### config.mk
export PLATFORM = sky130hd
export DESIGN_NAME = oep_list_ptrs
export DESIGN_NICKNAME = d
export VERILOG_FILES = /design/src/inc/oep_pkg.sv /design/src/rtl/oep_list_ptrs.sv
export VERILOG_INCLUDE_DIRS = /design/src /design/src/inc
export SDC_FILE = /design/constraint.sdc
export NUM_CORES = 1
export LEC_CHECK = 0
export BUFFER_PORTS_ARGS = -buffer_cell sky130_fd_sc_hd__clkbuf_2
export CORE_ASPECT_RATIO = 1.4
export CORE_UTILIZATION = 46
export CTS_CLUSTER_DIAMETER = 150
export CTS_CLUSTER_SIZE = 8
export DETAILED_ROUTE_END_ITERATION = 6
export PLACE_DENSITY = 0.78
export SLEW_MARGIN = 25
export SYNTH_ARGS = -nofsm -noshare
export SYNTH_HDL_FRONTEND = slang
export SYNTH_SLANG_ARGS = --single-unit
### constraint.sdc
create_clock -name clk_sys -period 0.8 [get_ports clk_sys]
set_input_delay 0.12 -clock clk_sys [delete_from_list [all_inputs] [get_ports clk_sys]]
set_output_delay 0.12 -clock clk_sys [all_outputs]
set_load 0.005 [all_outputs]
### src/inc/oep_consts.svh
`ifndef OEP_CONSTS_SVH
`define OEP_CONSTS_SVH

`define OEP_OFS_PERIODIC_CURRENT 8'h1C
`define OEP_OFS_CONTROL_HEAD     8'h20
`define OEP_ADDR_MSB             31
`define OEP_ADDR_LSB             4
`define OEP_PTR_RESET            28'h0000000
`define OEP_RSVD_VALUE           4'h0

`endif

### src/inc/oep_pkg.sv
package oep_pkg;
  typedef logic [27:0] oep_addr_t;
  typedef enum logic [1:0] {
    OEP_IDLE,
    OEP_PERIODIC,
    OEP_CONTROL
  } oep_walk_t;
  typedef struct packed {
    oep_addr_t periodic_descriptor_address;
    oep_addr_t control_head_address;
    logic [31:0] rdata;
    logic        rvalid;
    oep_walk_t   walk;
    oep_addr_t   control_walk_address;
    logic        control_walk_valid;
  } oep_state_t;
endpackage

### src/rtl/oep_list_ptrs.sv
`timescale 1ns/1ps
`include "oep_consts.svh"

// Operation
// - periodic current pointer at offset 1C, bits 31..4
// - periodic pointer marks current frame list head
// - update periodic pointer after each periodic descriptor, except when frame start falls in the same cycle
// - control head pointer at offset 20, bits 31..4
// - control list walk starts at head pointer
// - control head loaded from shared area at init
module oep_list_ptrs
  import oep_pkg::*;
(
  input  wire logic             clk_sys,
  input  wire logic             reset_n,
  input  wire logic             reg_rd,
  input  wire logic [7:0]       reg_addr,
  output oep_pkg::oep_addr_t    reg_rdata_unused_hi,
  output logic [31:0]           reg_rdata,
  output logic                  reg_rvalid,
  input  wire logic             frame_start,
  input  wire oep_pkg::oep_addr_t periodic_list_head,
  input  wire logic             periodic_ed_done,
  input  wire oep_pkg::oep_addr_t periodic_next_address,
  input  wire logic             init_load,
  input  wire oep_pkg::oep_addr_t shared_area_control_head,
  input  wire logic             control_walk_start,
  output oep_pkg::oep_addr_t    control_walk_address,
  output logic                  control_walk_valid,
  output oep_pkg::oep_walk_t    walk_state
);
  import oep_pkg::*;

  oep_state_t st_ff;
  oep_state_t nxt_st;

  function automatic logic [31:0] pack_ptr(input oep_addr_t a);
    pack_ptr = {a, `OEP_RSVD_VALUE};
  endfunction

  always_comb
  begin
    nxt_st        = st_ff;
    nxt_st.rvalid = 1'b0;
    nxt_st.control_walk_valid = 1'b0;
    // frame start wins over a descriptor completion in the same cycle
    if (frame_start)
    begin
      nxt_st.periodic_descriptor_address = periodic_list_head;
      nxt_st.walk = OEP_PERIODIC;
    end
    else if (periodic_ed_done)
    begin
      nxt_st.periodic_descriptor_address = periodic_next_address;
    end
    if (init_load)
    begin
      nxt_st.control_head_address = shared_area_control_head;
    end
    if (control_walk_start)
    begin
      nxt_st.control_walk_address = st_ff.control_head_address;
      nxt_st.control_walk_valid   = 1'b1;
      nxt_st.walk = OEP_CONTROL;
    end
    if (reg_rd)
    begin
      nxt_st.rvalid = 1'b1;
      // writes have no port: both registers are read only
      case (reg_addr)
        `OEP_OFS_PERIODIC_CURRENT: nxt_st.rdata = pack_ptr(st_ff.periodic_descriptor_address);
        `OEP_OFS_CONTROL_HEAD:     nxt_st.rdata = pack_ptr(st_ff.control_head_address);
        default:                   nxt_st.rdata = 32'h00000000;
      endcase
    end
  end

  always_ff @(posedge clk_sys or negedge reset_n)
  begin
    if (!reset_n)
    begin
      st_ff.periodic_descriptor_address <= `OEP_PTR_RESET;
      st_ff.control_head_address        <= `OEP_PTR_RESET;
      st_ff.rdata                       <= 32'h00000000;
      st_ff.rvalid                      <= 1'b0;
      st_ff.walk                        <= OEP_IDLE;
      st_ff.control_walk_address        <= `OEP_PTR_RESET;
      st_ff.control_walk_valid          <= 1'b0;
    end
    else
    begin
      st_ff <= nxt_st;
    end
  end

  assign reg_rdata_unused_hi  = st_ff.control_head_address;
  assign reg_rdata            = st_ff.rdata;
  assign reg_rvalid           = st_ff.rvalid;
  assign control_walk_address = st_ff.control_walk_address;
  assign control_walk_valid   = st_ff.control_walk_valid;
  assign walk_state           = st_ff.walk;
endmodule

==> impl_metrics.env <==
export IMPL_clk_path_buf_depth=2
export IMPL_antenna_found_initial=0
export IMPL_hold_depth=3
export IMPL_wl_per_cell_um=18.4
export IMPL_r2r_cells=3
export IMPL_layout_min_cycle_time_ns=1.16
export IMPL_crit_top_cell="buf_6"
export IMPL_cp_buffers_inverters=2
export IMPL_core_rowCount=47
export IMPL_critPathMaxStageDelay_ns=0.41
export IMPL_grt_pass1_wl_um=23300
export IMPL_grt_pass1_vias=4621
export IMPL_root_buffer="clkbuf_16"
export IMPL_final_antenna_net_count=0
export IMPL_wirelength_um=15700
export IMPL_fin_nets=790
export IMPL_crit_path_max_fanout=2
export IMPL_max_vdd_ir_drop_mv=1.51
export IMPL_area_growth_synth_to_final_pct=44.0
export IMPL_clk_pin_slew_worst_paths_ns=0.06
export IMPL_setup_ws_ns=-0.357
export IMPL_grt_start_max_net_pins=50
export IMPL_drc_errors=0
export IMPL_async_flop_share=1.00
export IMPL_cp_top_family="flip-flops"
export IMPL_dieHeight_um=133
export IMPL_ys_seq_area_frac=0.513
export IMPL_detail_route_iter0_violations=184
export IMPL_ctsHtreeMaxLevel=4
export IMPL_period_share=1.45
export IMPL_arrival_ns=1.04
export IMPL_gp_congestion=0.743
export IMPL_synth_area_leaders="dfrtp_1 (51%), buf_4 (12%), mux2_2 (11%)"
export IMPL_yosys_area_top_type_share=0.513
export IMPL_powerDensity_mw_per_mm2=2050
export IMPL_avgViaCountPerCell=5.15
export IMPL_avgSynthCellArea_um2=12.2
export IMPL_ys_warn_count=0
export IMPL_synth_ff_type="dfrtp_1"
export IMPL_utilization=0.686
export IMPL_crit_path_top_delay_cell="dfrtp_1"
export IMPL_synth_edf_count=0
export IMPL_fillers=811
export IMPL_final_cell_mix="clkbuf_2 (179), dfrtp_1 (116), dlygate4sd3_1 (57)"
export IMPL_power_uw=16700
export IMPL_dpl_hpwl_um=9020
export IMPL_start_kind="flip-flop"
export IMPL_final_layout_size_suffix_gt1_frac=0.574
export IMPL_clock_latency_ns=0.40
export IMPL_synth_area_mm2=0.00566
export IMPL_synth_seq_cells=116
export IMPL_initial_utilization=0.476
export IMPL_hold_class="in2reg"
export IMPL_final_common_cell="clkbuf_2"
export IMPL_cts_num_sinks=116
export IMPL_vias=4382
export IMPL_rsz0062_at_grt="yes"
export IMPL_fp_coreArea_mm2=0.0119
export IMPL_skew_ns=0.00592
export IMPL_cp_depth=2
export IMPL_critical_path_class="reg2out"
export IMPL_grt_ovfl_total=0
export IMPL_finalMaxSlewViolations=0
export IMPL_drv_cap=0
export IMPL_cp_end_kind="primary output"
export IMPL_cp_required_ns=0.68
export IMPL_drt_pass1_iter_count=4
export IMPL_yosys_cell_types_count=21
export IMPL_die_w_um=95.7
export IMPL_status="finished, violations left"
export IMPL_crit_chain="buf_6, buf_6"
export IMPL_ios=191
export IMPL_diodes=0
export IMPL_clock_fmax_mhz=864
export IMPL_final_setup_viol_count=174
export IMPL_die_area_mm2=0.0128
export IMPL_hold_violations=0
export IMPL_p_leak_uw=0.00394
export IMPL_cts_made_buffers=17
export IMPL_synth_top_cell_by_area="dfrtp_1"
export IMPL_grt_use_total=0.244
export IMPL_syn_inst=464
export IMPL_cts_tree="yes"
export IMPL_totalNegativeSetupSlack_ns=-28.30
export IMPL_failed_checks="setup timing"
export IMPL_portBuffers=186
## routing by layer
layer	wire, um	part of all wire	vias to the layer above	global-route usage
met5	0	0	-	0
met3	718	0.046	47	0.0622
met2	8540	0.54	174	0.435
li1	-	-	1956	-
met4	534	0.034	0	0.105
met1	5880	0.38	2205	0.267
## power breakdown
part	switching (uW)	internal (uW)	total (uW)
Clock	2730	4310	7040
Combinational	1160	1740	2900
Sequential	365	6380	6740
## path summary, 6_finish.rpt
check                                               from                  endpoint  slack [ns]
worst max-delay path             reg_rdata_unused_hi[24]   reg_rdata_unused_hi[24]       -0.36
worst min-delay path            periodic_next_address[4]                 st_ff[96]        0.02
worst max register to register   reg_rdata_unused_hi[27]  control_walk_address[27]       -0.23
worst min register to register             walk_state[0]             walk_state[0]        0.50
max in group asynchronous                        reset_n  control_walk_address[22]        0.16
min in group asynchronous                        reset_n   reg_rdata_unused_hi[11]        0.12
## cell families after synthesis
family / after synthesis / share of synthesized area
AOI/OAI and AO/OA: 85 / 0.134
buffers and inverters: 144 / 0.163
DFF: 116 / 0.513
muxes: 84 / 0.161
other: 1 / 0.000663
and+or+nand+nor: 34 / 0.0279
## timing repair
item	CTS	global route
setup buffers	37	38
hold buffers	57	0
setup endpoints to repair	162	174
resized for setup	45	52
pin swaps	28	23
hold endpoints to repair	172	0
## tightest hold or removal path, delay by kind of cell
kind	cells	cell delay, ns
buffers and inverters	1	0.08
AO/OA/AOI/OAI	1	0.13
multiplexers	1	0.05
## cells in the mapped netlist (2+ instances only)
cell type / n
buf_4: 91
mux2i_1: 28
clkbuf_1: 8
buf_1: 2
a22oi_2: 20
buf_2: 10
nand2_1: 29
a22oi_1: 8
inv_1: 29
o22ai_2: 20
o21ai_0: 28
nor2_1: 2
buf_6: 4
dfrtp_1: 116
mux2_2: 56
o22ai_1: 8
## registers in the layout (all words and copies together), names as in the netlist
| register | count |
|---|---|
| walk_state | 2 |
| reg_rdata | 28 |
| control_walk_valid | 1 |
| reg_rvalid | 1 |
| reg_rdata_unused_hi | 28 |
| st_ff | 28 |
| control_walk_address | 28 |
## cell type report
class / count / area [um^2] / share of cell area
clock buffer: 18 / 439 / 0.0539
clock inverter: 14 / 114 / 0.0140
inverter: 29 / 109 / 0.0134
multi-input combinational: 207 / 1980 / 0.243
sequential: 116 / 2900 / 0.356
tap: 147 / 184 / 0.0226
timing repair buffer: 320 / 2420 / 0.297
## per-stage QoR
step / hold slack, ns / worst slack (ns) / instance area [um^2] / instances
2_1_floorplan: -0.176 / -0.252 / 5720 / 467
3_3_place_gp: -0.0179 / -0.318 / 6300 / 705
3_5_place_dp: -0.0140 / -0.370 / 6300 / 705
4_1_cts: 0.00282 / -0.365 / 7880 / 831
5_1_grt: 0.00495 / -0.396 / 8150 / 851
6_report: 0.0151 / -0.357 / 8150 / 851
Power figures use the tool's default switching activity.
